### src/rtc_params.svh
// Offsets, field positions, reset values and timing counts of the calendar timer core.
// Assumes a 25 MHz core clock and a 32.768 kHz oscillator sampled as a plain input.
`ifndef RTC_PARAMS_SVH
`define RTC_PARAMS_SVH

// Register offsets
`define RTC_ADDR_TEST_CONTROL 8'h00
`define RTC_ADDR_IRQ_CONTROL 8'h01
`define RTC_ADDR_SECONDS 8'h02
`define RTC_ADDR_MINUTES 8'h03
`define RTC_ADDR_HOURS 8'h04
`define RTC_ADDR_DAY_OF_MONTH 8'h05
`define RTC_ADDR_DAY_OF_WEEK 8'h06
`define RTC_ADDR_MONTH 8'h07
`define RTC_ADDR_YEAR 8'h08
`define RTC_ADDR_ALARM_MINUTE 8'h09
`define RTC_ADDR_ALARM_HOUR 8'h0a
`define RTC_ADDR_ALARM_DATE 8'h0b
`define RTC_ADDR_ALARM_WEEKDAY 8'h0c
`define RTC_ADDR_SQUARE_CONTROL 8'h0d
`define RTC_ADDR_COUNTDOWN_CONTROL 8'h0e
`define RTC_ADDR_COUNTDOWN_VALUE 8'h0f

// Field positions
`define RTC_BIT_TEST_MODE_A 7
`define RTC_BIT_DIVIDER_HOLD 5
`define RTC_BIT_TEST_MODE_B 3
`define RTC_BIT_IRQ_PULSE_MODE 4
`define RTC_BIT_ALARM_FLAG 3
`define RTC_BIT_TIMER_FLAG 2
`define RTC_BIT_ALARM_IRQ_ENABLE 1
`define RTC_BIT_TIMER_IRQ_ENABLE 0
`define RTC_BIT_LOW_SUPPLY 7
`define RTC_BIT_CENTURY 7
`define RTC_BIT_ALARM_FIELD_DISABLE 7
`define RTC_BIT_SQUARE_ENABLE 7
`define RTC_BIT_COUNTDOWN_RUN 7

// Writable bit masks
`define RTC_MASK_TEST_CONTROL 8'ha8
`define RTC_MASK_IRQ_CONTROL 8'h13
`define RTC_MASK_SECONDS 8'h7f
`define RTC_MASK_MINUTES 8'h7f
`define RTC_MASK_HOURS 8'h3f
`define RTC_MASK_DATE 8'h3f
`define RTC_MASK_WEEKDAY 8'h07
`define RTC_MASK_MONTH 8'h1f
`define RTC_MASK_RATE_CONTROL 8'h83

// Reset values
`define RTC_RESET_TEST_CONTROL 8'h08
`define RTC_RESET_IRQ_CONTROL 8'h00
`define RTC_RESET_SECONDS 8'h80
`define RTC_RESET_ALARM 8'h80
`define RTC_RESET_SQUARE_CONTROL 8'h80
`define RTC_RESET_COUNTDOWN_CONTROL 8'h03

// Calendar limits
`define RTC_BCD_59 8'h59
`define RTC_BCD_23 8'h23
`define RTC_BCD_12 8'h12
`define RTC_BCD_99 8'h99
`define RTC_WEEKDAY_LAST 8'h06

// Oscillator ticks per interval (oscillator runs at 32768 Hz)
`define RTC_OSC_HZ 32768
`define RTC_PULSE_HALF_4096_HZ (`RTC_OSC_HZ / 8192)
`define RTC_PULSE_FULL_4096_HZ (`RTC_OSC_HZ / 4096)
`define RTC_PULSE_HALF_64_HZ (`RTC_OSC_HZ / 128)
`define RTC_PULSE_FULL_64_HZ (`RTC_OSC_HZ / 64)
`define RTC_DIV_MASK_4096_HZ 15'h0007
`define RTC_DIV_MASK_64_HZ 15'h01ff

`endif

### src/rtc_pkg.sv
// Types shared by the calendar timer core and its surroundings.
// Widths and encodings are written out here; nothing from rtc_params.svh is used.
package rtc_pkg;

  // Register access from the serial protocol engine, same clock domain
  typedef struct packed {
    logic start;
    logic wr;
    logic rd;
    logic [7:0] addr;
    logic [7:0] data;
  } rtc_reg_req_type;

  // Time registers in their register image
  typedef struct packed {
    logic [7:0] seconds;
    logic [7:0] minutes;
    logic [7:0] hours;
    logic [7:0] date;
    logic [7:0] weekday;
    logic [7:0] month;
    logic [7:0] year;
  } rtc_time_type;

  typedef enum logic [1:0] {
    RTC_RATE_4096_HZ = 2'b00,
    RTC_RATE_64_HZ = 2'b01,
    RTC_RATE_1_HZ = 2'b10,
    RTC_RATE_1_60_HZ = 2'b11
  } rtc_timer_rate_type;

  typedef enum logic [1:0] {
    RTC_SQ_32768_HZ = 2'b00,
    RTC_SQ_8192_HZ = 2'b01,
    RTC_SQ_4096_HZ = 2'b10,
    RTC_SQ_1_HZ = 2'b11
  } rtc_square_rate_type;

  typedef struct packed {
    logic osc_s1;
    logic osc_s2;
    logic osc_s3;
    logic low_s1;
    logic low_s2;
    logic [14:0] divider;
    rtc_time_type counters;
    rtc_time_type shadow;
    logic [7:0] test_control;
    logic [7:0] irq_control;
    logic [3:0][7:0] alarm;
    logic [7:0] square_control;
    logic [7:0] countdown_control;
    logic [7:0] countdown_value;
    logic [7:0] countdown_count;
    logic [9:0] pulse_count;
    logic [7:0] rd_data;
  } rtc_state_type;

endpackage

### src/rtc_core.sv
// Calendar, alarm, countdown timer and square-wave core of the serial real-time clock.
// Assumes the two-wire engine on ref_clk presents register requests and the START event.
//
// Operation
// - Either test bit in test_control set puts the device in test mode.
// - In test mode the hold bit keeps all dividers at zero.
// - Pulse mode off: interrupt held low while timer flag is set.
// - Pulse mode on: interrupt pulse length depends on timer rate and reload.
// - Timer flag and interrupt become active in the same cycle.
// - Countdown stays stopped while the reload value is zero.
// - Alarm match sets alarm flag; only software clears it.
// - Timer expiry sets timer flag; writing 0 clears, 1 keeps.
// - Alarm drives the interrupt only with alarm interrupt enable set.
// - Timer drives the interrupt only with timer interrupt enable set.
// - Square-wave output is driven only while its enable bit is 1.
// - Rate field picks 32768, 8192, 4096 or 1 Hz square wave.
// - Eight-bit down-counter clocked only while countdown_run is 1.
// - Timer clock field picks 4096, 64, 1 or 1/60 Hz.
// - Countdown value register holds reload value n; reads here return the running count instead.
// - Bit 7 of seconds reports the low-supply flag.
// - Seconds, minutes 00-59 and hours 00-23 counted in BCD.
// - Date counts 01-31 in BCD, weekday 0-6.
// - Month counts BCD 01-12 in bits 4:0.
// - Century bit toggles when year rolls from 99 to 00.
// - Year counts BCD 00-99 in eight bits.
// - Power-up clears registers except the listed bits, which are set.
// - Bus START copies counters into shadow; reads come from the shadow.
// - Alarm field takes part in match only while its disable bit is 0.

`timescale 1ns/1ps
`include "rtc_params.svh"

module rtc_core (
  input wire logic ref_clk,
  input wire logic resetn,
  input wire logic osc_clk,
  input wire logic supply_low,
  input rtc_pkg::rtc_reg_req_type reg_req,
  output logic [7:0] reg_rd_data,
  output logic irq_n_out,
  output logic irq_n_oe,
  output logic square_wave_out,
  output logic square_wave_out_oe,
  output logic test_mode
);

  rtc_pkg::rtc_state_type s;
  rtc_pkg::rtc_state_type next_s;

  // BCD increment with wrap to lo after hi; returns {carry, value}
  function automatic logic [8:0] bcd_step(input logic [7:0] v, input logic [7:0] lo, input logic [7:0] hi);
    logic [7:0] r;
    r = 8'h00;
    if (v >= hi) begin
      return {1'b1, lo};
    end
    if (v[3:0] >= 4'h9) begin
      r = {v[7:4] + 4'h1, 4'h0};
    end else begin
      r = {v[7:4], v[3:0] + 4'h1};
    end
    return {1'b0, r};
  endfunction

  // Last day of a BCD month, leap February when year divisible by four
  function automatic logic [7:0] last_day(input logic [7:0] month, input logic [7:0] year);
    logic leap;
    leap = year[4] ? (year[3:0] == 4'h2 || year[3:0] == 4'h6)
                   : (year[3:0] == 4'h0 || year[3:0] == 4'h4 || year[3:0] == 4'h8);
    case (month[4:0])
      5'h02: last_day = leap ? 8'h29 : 8'h28;
      5'h04, 5'h06, 5'h09, 5'h11: last_day = 8'h30;
      default: last_day = 8'h31;
    endcase
  endfunction

  // Register image read, time registers from the shadow copy
  function automatic logic [7:0] read_reg(input rtc_pkg::rtc_state_type st, input logic [7:0] addr);
    case (addr)
      `RTC_ADDR_TEST_CONTROL: read_reg = st.test_control;
      `RTC_ADDR_IRQ_CONTROL: read_reg = st.irq_control;
      `RTC_ADDR_SECONDS: read_reg = st.shadow.seconds;
      `RTC_ADDR_MINUTES: read_reg = st.shadow.minutes;
      `RTC_ADDR_HOURS: read_reg = st.shadow.hours;
      `RTC_ADDR_DAY_OF_MONTH: read_reg = st.shadow.date;
      `RTC_ADDR_DAY_OF_WEEK: read_reg = st.shadow.weekday;
      `RTC_ADDR_MONTH: read_reg = st.shadow.month;
      `RTC_ADDR_YEAR: read_reg = st.shadow.year;
      `RTC_ADDR_ALARM_MINUTE: read_reg = st.alarm[0];
      `RTC_ADDR_ALARM_HOUR: read_reg = st.alarm[1];
      `RTC_ADDR_ALARM_DATE: read_reg = st.alarm[2];
      `RTC_ADDR_ALARM_WEEKDAY: read_reg = st.alarm[3];
      `RTC_ADDR_SQUARE_CONTROL: read_reg = st.square_control;
      `RTC_ADDR_COUNTDOWN_CONTROL: read_reg = st.countdown_control;
      `RTC_ADDR_COUNTDOWN_VALUE: read_reg = st.countdown_count;
      default: read_reg = 8'h00;
    endcase
  endfunction

  logic osc_tick;
  logic hold_dividers;
  logic tick_4096;
  logic tick_64;
  logic tick_1;
  logic tick_minute;
  logic timer_tick;
  logic timer_expire;
  logic alarm_match;
  logic alarm_set;
  logic low_set;
  logic wr_ctl2;
  logic square_level;
  logic [8:0] step;
  logic carry;
  logic [9:0] pulse_len;
  rtc_pkg::rtc_time_type t;

  always_comb begin
    next_s = s;
    step = 9'h000;
    carry = 1'b0;
    pulse_len = 10'h000;
    alarm_match = 1'b0;
    alarm_set = 1'b0;
    timer_tick = 1'b0;
    timer_expire = 1'b0;

    // Pin synchronisers; edge detect reads only the second stage and later
    next_s.osc_s1 = osc_clk;
    next_s.osc_s2 = s.osc_s1;
    next_s.osc_s3 = s.osc_s2;
    next_s.low_s1 = supply_low;
    next_s.low_s2 = s.low_s1;
    osc_tick = s.osc_s2 & ~s.osc_s3;

    test_mode = s.test_control[`RTC_BIT_TEST_MODE_A] | s.test_control[`RTC_BIT_TEST_MODE_B];
    hold_dividers = test_mode & s.test_control[`RTC_BIT_DIVIDER_HOLD];

    if (hold_dividers) begin
      next_s.divider = 15'h0000;
    end else if (osc_tick) begin
      next_s.divider = s.divider + 15'h0001;
    end
    tick_4096 = osc_tick & ~hold_dividers & ((s.divider & `RTC_DIV_MASK_4096_HZ) == `RTC_DIV_MASK_4096_HZ);
    tick_64 = osc_tick & ~hold_dividers & ((s.divider & `RTC_DIV_MASK_64_HZ) == `RTC_DIV_MASK_64_HZ);
    tick_1 = osc_tick & ~hold_dividers & (&s.divider);
    tick_minute = tick_1 & (s.counters.seconds[6:0] == `RTC_BCD_59);

    // Calendar chain
    t = s.counters;
    if (tick_1) begin
      step = bcd_step({1'b0, s.counters.seconds[6:0]}, 8'h00, `RTC_BCD_59);
      t.seconds = {s.counters.seconds[`RTC_BIT_LOW_SUPPLY], step[6:0]};
      carry = step[8];
      if (carry) begin
        step = bcd_step(s.counters.minutes, 8'h00, `RTC_BCD_59);
        t.minutes = step[7:0];
        carry = step[8];
      end
      if (carry) begin
        step = bcd_step(s.counters.hours, 8'h00, `RTC_BCD_23);
        t.hours = step[7:0];
        carry = step[8];
      end
      if (carry) begin
        t.weekday = (s.counters.weekday >= `RTC_WEEKDAY_LAST) ? 8'h00 : s.counters.weekday + 8'h01;
        step = bcd_step(s.counters.date, 8'h01, last_day(s.counters.month, s.counters.year));
        t.date = step[7:0];
        carry = step[8];
      end
      if (carry) begin
        step = bcd_step({3'b000, s.counters.month[4:0]}, 8'h01, `RTC_BCD_12);
        t.month = {s.counters.month[7:5], step[4:0]};
        carry = step[8];
      end
      if (carry) begin
        step = bcd_step(s.counters.year, 8'h00, `RTC_BCD_99);
        t.year = step[7:0];
        if (step[8]) begin
          t.month[`RTC_BIT_CENTURY] = ~s.counters.month[`RTC_BIT_CENTURY];
        end
      end
      // Alarm fires as a new minute begins on a full match of the enabled fields
      alarm_match = (s.alarm[0][`RTC_BIT_ALARM_FIELD_DISABLE] || s.alarm[0][6:0] == t.minutes[6:0]) &&
                    (s.alarm[1][`RTC_BIT_ALARM_FIELD_DISABLE] || s.alarm[1][5:0] == t.hours[5:0]) &&
                    (s.alarm[2][`RTC_BIT_ALARM_FIELD_DISABLE] || s.alarm[2][5:0] == t.date[5:0]) &&
                    (s.alarm[3][`RTC_BIT_ALARM_FIELD_DISABLE] || s.alarm[3][2:0] == t.weekday[2:0]);
      alarm_set = alarm_match && (t.seconds[6:0] == 7'h00) &&
                  !(s.alarm[0][7] && s.alarm[1][7] && s.alarm[2][7] && s.alarm[3][7]);
    end
    next_s.counters = t;

    // Countdown timer
    case (rtc_pkg::rtc_timer_rate_type'(s.countdown_control[1:0]))
      rtc_pkg::RTC_RATE_4096_HZ: begin
        timer_tick = tick_4096;
        pulse_len = (s.countdown_value == 8'h01) ? 10'(`RTC_PULSE_HALF_4096_HZ) : 10'(`RTC_PULSE_FULL_4096_HZ);
      end
      rtc_pkg::RTC_RATE_64_HZ: begin
        timer_tick = tick_64;
        pulse_len = (s.countdown_value == 8'h01) ? 10'(`RTC_PULSE_HALF_64_HZ) : 10'(`RTC_PULSE_FULL_64_HZ);
      end
      rtc_pkg::RTC_RATE_1_HZ: begin
        timer_tick = tick_1;
        pulse_len = 10'(`RTC_PULSE_FULL_64_HZ);
      end
      default: begin
        timer_tick = tick_minute;
        pulse_len = 10'(`RTC_PULSE_FULL_64_HZ);
      end
    endcase
    if (s.pulse_count != 10'h000 && osc_tick) begin
      next_s.pulse_count = s.pulse_count - 10'h001;
    end
    if (timer_tick && s.countdown_control[`RTC_BIT_COUNTDOWN_RUN] && s.countdown_value != 8'h00) begin
      if (s.countdown_count <= 8'h01) begin
        timer_expire = 1'b1;
        next_s.countdown_count = s.countdown_value;
        next_s.pulse_count = pulse_len;
      end else begin
        next_s.countdown_count = s.countdown_count - 8'h01;
      end
    end

    // Bus START freezes a copy of the time for reads
    if (reg_req.start) begin
      next_s.shadow = s.counters;
    end
    if (reg_req.rd) begin
      next_s.rd_data = read_reg(s, reg_req.addr);
    end

    // Register writes override the calendar and countdown tick result of the same cycle
    wr_ctl2 = 1'b0;
    if (reg_req.wr) begin
      case (reg_req.addr)
        `RTC_ADDR_TEST_CONTROL: next_s.test_control = reg_req.data & `RTC_MASK_TEST_CONTROL;
        `RTC_ADDR_IRQ_CONTROL: wr_ctl2 = 1'b1;
        `RTC_ADDR_SECONDS: next_s.counters.seconds = reg_req.data;
        `RTC_ADDR_MINUTES: next_s.counters.minutes = reg_req.data & `RTC_MASK_MINUTES;
        `RTC_ADDR_HOURS: next_s.counters.hours = reg_req.data & `RTC_MASK_HOURS;
        `RTC_ADDR_DAY_OF_MONTH: next_s.counters.date = reg_req.data & `RTC_MASK_DATE;
        `RTC_ADDR_DAY_OF_WEEK: next_s.counters.weekday = reg_req.data & `RTC_MASK_WEEKDAY;
        `RTC_ADDR_MONTH: next_s.counters.month = reg_req.data & (`RTC_MASK_MONTH | 8'h80);
        `RTC_ADDR_YEAR: next_s.counters.year = reg_req.data;
        `RTC_ADDR_ALARM_MINUTE: next_s.alarm[0] = reg_req.data & 8'hff;
        `RTC_ADDR_ALARM_HOUR: next_s.alarm[1] = reg_req.data & 8'hbf;
        `RTC_ADDR_ALARM_DATE: next_s.alarm[2] = reg_req.data & 8'hbf;
        `RTC_ADDR_ALARM_WEEKDAY: next_s.alarm[3] = reg_req.data & 8'h87;
        `RTC_ADDR_SQUARE_CONTROL: next_s.square_control = reg_req.data & `RTC_MASK_RATE_CONTROL;
        `RTC_ADDR_COUNTDOWN_CONTROL: next_s.countdown_control = reg_req.data & `RTC_MASK_RATE_CONTROL;
        `RTC_ADDR_COUNTDOWN_VALUE: begin
          next_s.countdown_value = reg_req.data;
          next_s.countdown_count = reg_req.data;
        end
        default: begin
        end
      endcase
    end

    // Low supply is sticky; a detected drop wins over a clearing write
    low_set = s.low_s2;
    if (low_set) begin
      next_s.counters.seconds[`RTC_BIT_LOW_SUPPLY] = 1'b1;
    end

    // Control two: enables from the write, flags set by events win over clears
    if (wr_ctl2) begin
      next_s.irq_control = (reg_req.data & `RTC_MASK_IRQ_CONTROL) | (s.irq_control & 8'h0c);
      if (!reg_req.data[`RTC_BIT_ALARM_FLAG]) begin
        next_s.irq_control[`RTC_BIT_ALARM_FLAG] = 1'b0;
      end
      if (!reg_req.data[`RTC_BIT_TIMER_FLAG]) begin
        next_s.irq_control[`RTC_BIT_TIMER_FLAG] = 1'b0;
      end
    end
    if (alarm_set) begin
      next_s.irq_control[`RTC_BIT_ALARM_FLAG] = 1'b1;
    end
    if (timer_expire) begin
      next_s.irq_control[`RTC_BIT_TIMER_FLAG] = 1'b1;
    end

    // Square-wave level from the synchronised oscillator or the prescaler
    case (rtc_pkg::rtc_square_rate_type'(s.square_control[1:0]))
      rtc_pkg::RTC_SQ_32768_HZ: square_level = s.osc_s2;
      rtc_pkg::RTC_SQ_8192_HZ: square_level = s.divider[1];
      rtc_pkg::RTC_SQ_4096_HZ: square_level = s.divider[2];
      default: square_level = s.divider[14];
    endcase
  end

  always_ff @(posedge ref_clk) begin
    if (!resetn) begin
      s <= '0;
      s.test_control <= `RTC_RESET_TEST_CONTROL;
      s.irq_control <= `RTC_RESET_IRQ_CONTROL;
      s.counters.seconds <= `RTC_RESET_SECONDS;
      s.shadow.seconds <= `RTC_RESET_SECONDS;
      s.alarm <= {4{`RTC_RESET_ALARM}};
      s.square_control <= `RTC_RESET_SQUARE_CONTROL;
      s.countdown_control <= `RTC_RESET_COUNTDOWN_CONTROL;
    end else begin
      s <= next_s;
    end
  end

  // Open-drain outputs drive low only; the enable marks the driven phase
  assign irq_n_out = 1'b0;
  assign irq_n_oe = (s.irq_control[`RTC_BIT_ALARM_FLAG] & s.irq_control[`RTC_BIT_ALARM_IRQ_ENABLE]) |
                    (s.irq_control[`RTC_BIT_TIMER_IRQ_ENABLE] &
                     (s.irq_control[`RTC_BIT_IRQ_PULSE_MODE] ? (s.pulse_count != 10'h000)
                                                              : s.irq_control[`RTC_BIT_TIMER_FLAG]));
  assign square_wave_out = 1'b0;
  assign square_wave_out_oe = s.square_control[`RTC_BIT_SQUARE_ENABLE] & ~square_level;
  assign reg_rd_data = s.rd_data;

endmodule // rtc_core

### config.mk
export PLATFORM = sky130hd
export DESIGN_NAME = rtc_core
export DESIGN_NICKNAME = d
export VERILOG_FILES = /design/src/rtc_pkg.sv /design/src/rtc_core.sv
export VERILOG_INCLUDE_DIRS = /design/src
export SDC_FILE = /design/constraint.sdc
export NUM_CORES = 1
export LEC_CHECK = 0
export BUFFER_PORTS_ARGS = -buffer_cell sky130_fd_sc_hd__buf_4
export CAP_MARGIN = 20
export CORE_UTILIZATION = 40
export DETAILED_ROUTE_END_ITERATION = 10
export PLACE_DENSITY_LB_ADDON = 0.05
export SYNTH_ARGS = -nofsm -noshare
export SYNTH_HDL_FRONTEND = slang
export SYNTH_SLANG_ARGS = --single-unit
### constraint.sdc
create_clock -name ref_clk -period 3.3 [get_ports ref_clk]
set_clock_uncertainty 0.2 [all_clocks]
set_input_delay 0.495 -clock ref_clk [delete_from_list [all_inputs] [get_ports ref_clk]]
set_output_delay 0.495 -clock ref_clk [all_outputs]
set_load 0.02 [all_outputs]
==> results_dict.tcl <==
set metrics [dict create \
    outcome "complete, but fails checks" \
    violations "DRC" \
    endpoint_kind "flip-flop" \
    start_util 0.4106 \
    dp_hpwl_um 25360 \
    synth_area_um2 10790 \
    max_slew_margin 0.5181 \
    nets 1444 \
    cp_top_family "compound AO/OA/AOI/OAI gates" \
    stdcell_area_um2 12710 \
    period_share 0.9856 \
    use_met2 0.4063 \
    synth_ff_type "dfxtp_1" \
    finalWorstSetupSlack_ns 0.04742 \
    met3_usage 0.03217 \
    final_cell_mix "dfxtp_1 (200), nor2_1 (166), nand2_1 (128)" \
    die_h_um 166.2 \
    grt_setup_unrepaired "true" \
    gr-total-overflow 0 \
    worst-path-buf-inv 2 \
    min_period_ns 3.253 \
    slew_viol_final 0 \
    first_pass_iters 9 \
    ys.warnings.count 0 \
    critPathMaxStageDelay_ns 0.32 \
    cts_tree "yes" \
    r2r_start "s[154]$_SDFF_PN0_" \
    final_antenna_net_count 0 \
    cts.sinks 202 \
    min-delay-start "reg_req[16]" \
    grt_busiest_layer "met2" \
    wl_per_cell_um 20.74 \
    ir_drop_uv 315.4 \
    power.leakage_nw 4.881 \
    numCtsBuffers 25 \
    startpoint "s[154]$_SDFF_PN0_" \
    antenna_found_initial 0 \
    grt_pass1_vias 9397 \
    startpoint_type "flip-flop" \
    port_buffers 33 \
    wl_um 35940 \
    async_flop_share 0 \
    clkTransAtPathRegs_ns 0.06 \
    synth.distinct_cells 76 \
    final_common_cell "dfxtp_1" \
    grt_start_max_net_pins 65 \
    synth_edf_count 0 \
    syn_inst 1317 \
    required_ns 3.55 \
    max_cap_violations 0 \
    num-fill-cells 2628 \
    grt_pass1_wl_um 56300 \
    arrival_ns 3.50 \
    crit_top_cell "o221ai_2" \
    clockBufferDepth 3 \
    drcViolationCount 1 \
    critPathKind "flip-flop to flip-flop" \
    ys_seq_area_frac 0.3748 \
    pin_count 36 \
    antennaDiodeCount 0 \
    place_inst 1682 \
    finalPower_w 0.005595 \
    vias 10077 \
    die_w_um 166.2 \
    gp_congestion 0.9332 \
    max_freq_mhz 307.4 \
    synth-seq-cells 202 \
    yosys.area.top_type "dfxtp_1" \
    core_um2 26280 \
    synth_top_cell_area_share 0.3748 \
    pre_cts_slack_ns -0.1113 \
    synth_area_per_cell_um2 8.193 \
    finalHoldViolCount 0 \
    fin_tns_setup_ns 0 \
    cpMaxStageDelayCell "dfxtp_2" \
    htreeDepth 1 \
    num_rows 59 \
    drive_gt1_frac 0.1488 \
    fin_cells 1733 \
    die-area_um2 27640 \
    dpl-instance-area_um2 11730 \
    root_buffer "clkbuf_16" \
    synth_area_leaders "dfxtp_1 (37%), mux2i_1 (6.6%), nor2_1 (5.8%)" \
    hold_path.class "primary input to flip-flop" \
    initialDrtViolationCount 976 \
    finalSetupViolCount 0 \
    powerDensity_nw_per_um2 440.1 \
    worst_pin_slew_ns 0.7229 \
    area_growth_pct 17.81 \
    via_per_inst 5.815 \
    grt_use_met1 0.3715 \
    crit_chain "inv_2 -> ha_4 -> nand2b_1 -> a21boi_2 -> o221ai_2 -> a21oi_1 -> a31oi_1 -> ha_1 -> nor4b_4 -> o221ai_2 -> buf_4 -> nor2_2 -> nand3_1 -> and3_4 -> nor4_4 -> a41oi_2 -> o31ai_2" \
    gr-usage-all-layers 0.2598 \
    clkLatencyLatePin_ns 0.53 \
    crit_path_max_fanout 3 \
]
metal layers:
layer	part of all wire	routed length [um]
met2	0.45	16080
met5	0	0
met4	0.027	983
met1	0.46	16690
met3	0.061	2191
through the flow:
stage | util | hold WS [ns]
after floorplan | - | 0.1947
after global placement | 0.4464 | 0.2012
after detailed placement | 0.4464 | 0.2176
after CTS | 0.4792 | 0.07386
after global routing | 0.4837 | 0.1124
final | 0.4837 | 0.1065
registers in the layout, indices dropped and copies added (netlist names):
register,flops
reg_rd_data,8
next_s,3
s,190
low_set,1
worst paths after layout:
path                            endpoint  slack, ns  depth (start not counted)
max                   s[85]$_SDFFE_PN0P_       0.05                         17
min          reg_rd_data[2]$_SDFFE_PN0P_       0.11                          2
max reg2reg           s[85]$_SDFFE_PN0P_       0.05                         17
min reg2reg          s[209]$_SDFFE_PP1P_       0.23                          1
what timing repair did:
action,CTS,global route
pin swaps,10,14
hold buffers,2,0
hold endpoints to repair,2,0
resized for setup,7,22
endpoints found under the setup margin,1,12
buffers inserted,1,4
synthesized netlist by cell type (15+ instances only):
| cell | count |
|---|---|
| nor2_1 | 168 |
| nand2_1 | 128 |
| mux2i_1 | 71 |
| a21oi_1 | 94 |
| nand3_1 | 80 |
| a31oi_1 | 15 |
| nor3_1 | 31 |
| clkbuf_1 | 53 |
| a211oi_1 | 20 |
| o21ai_0 | 55 |
| xor2_1 | 18 |
| dfxtp_1 | 202 |
| xnor2_1 | 20 |
| a22oi_1 | 41 |
| inv_1 | 38 |
| o211ai_1 | 18 |
| ha_1 | 41 |
worst reg2reg max path: stages, from the launching register on:
cell	delay, ns
dfxtp_2	0.32
inv_2	0.09
ha_4	0.13
nand2b_1	0.06
a21boi_2	0.16
o221ai_2	0.16
a21oi_1	0.09
a31oi_1	0.15
ha_1	0.27
nor4b_4	0.29
o221ai_2	0.18
buf_4	0.17
nor2_2	0.09
nand3_1	0.09
and3_4	0.16
nor4_4	0.21
a41oi_2	0.15
o31ai_2	0.19
power by group:
group          switching [W]  internal, W  leakage, nW
Sequential         0.0000340      0.00247         1.63
Clock                0.00108      0.00161        0.394
Combinational       0.000249     0.000152         2.86
area by class of cell:
cell class                 instances  area [um2]  area share
clock inverter                     7       66.31    0.005217
sequential                       202        4046      0.3183
timing repair buffer             120       942.2     0.07411
inverter                          39       148.9     0.01171
multi-input combinational        992        6355      0.4999
clock buffer                      38       734.5     0.05778
tap                              335       419.2     0.03297
cell families (layout without fill, tap and decap cells):
logic type | Yosys count | after routing | share of synthesized area
buffers and inverters | 124 | 204 | 0.04893
AOI/OAI and AO/OA | 319 | 319 | 0.1965
muxes | 75 | 75 | 0.07212
other | 1 | 2 | 0.0003475
and+or+nand+nor | 517 | 517 | 0.2289
xor gates and xnor gates | 38 | 38 | 0.03084
adders and majority gates | 41 | 41 | 0.04754
DFF | 202 | 202 | 0.3748
No activity file was read; power rests on OpenSTA's default activity.
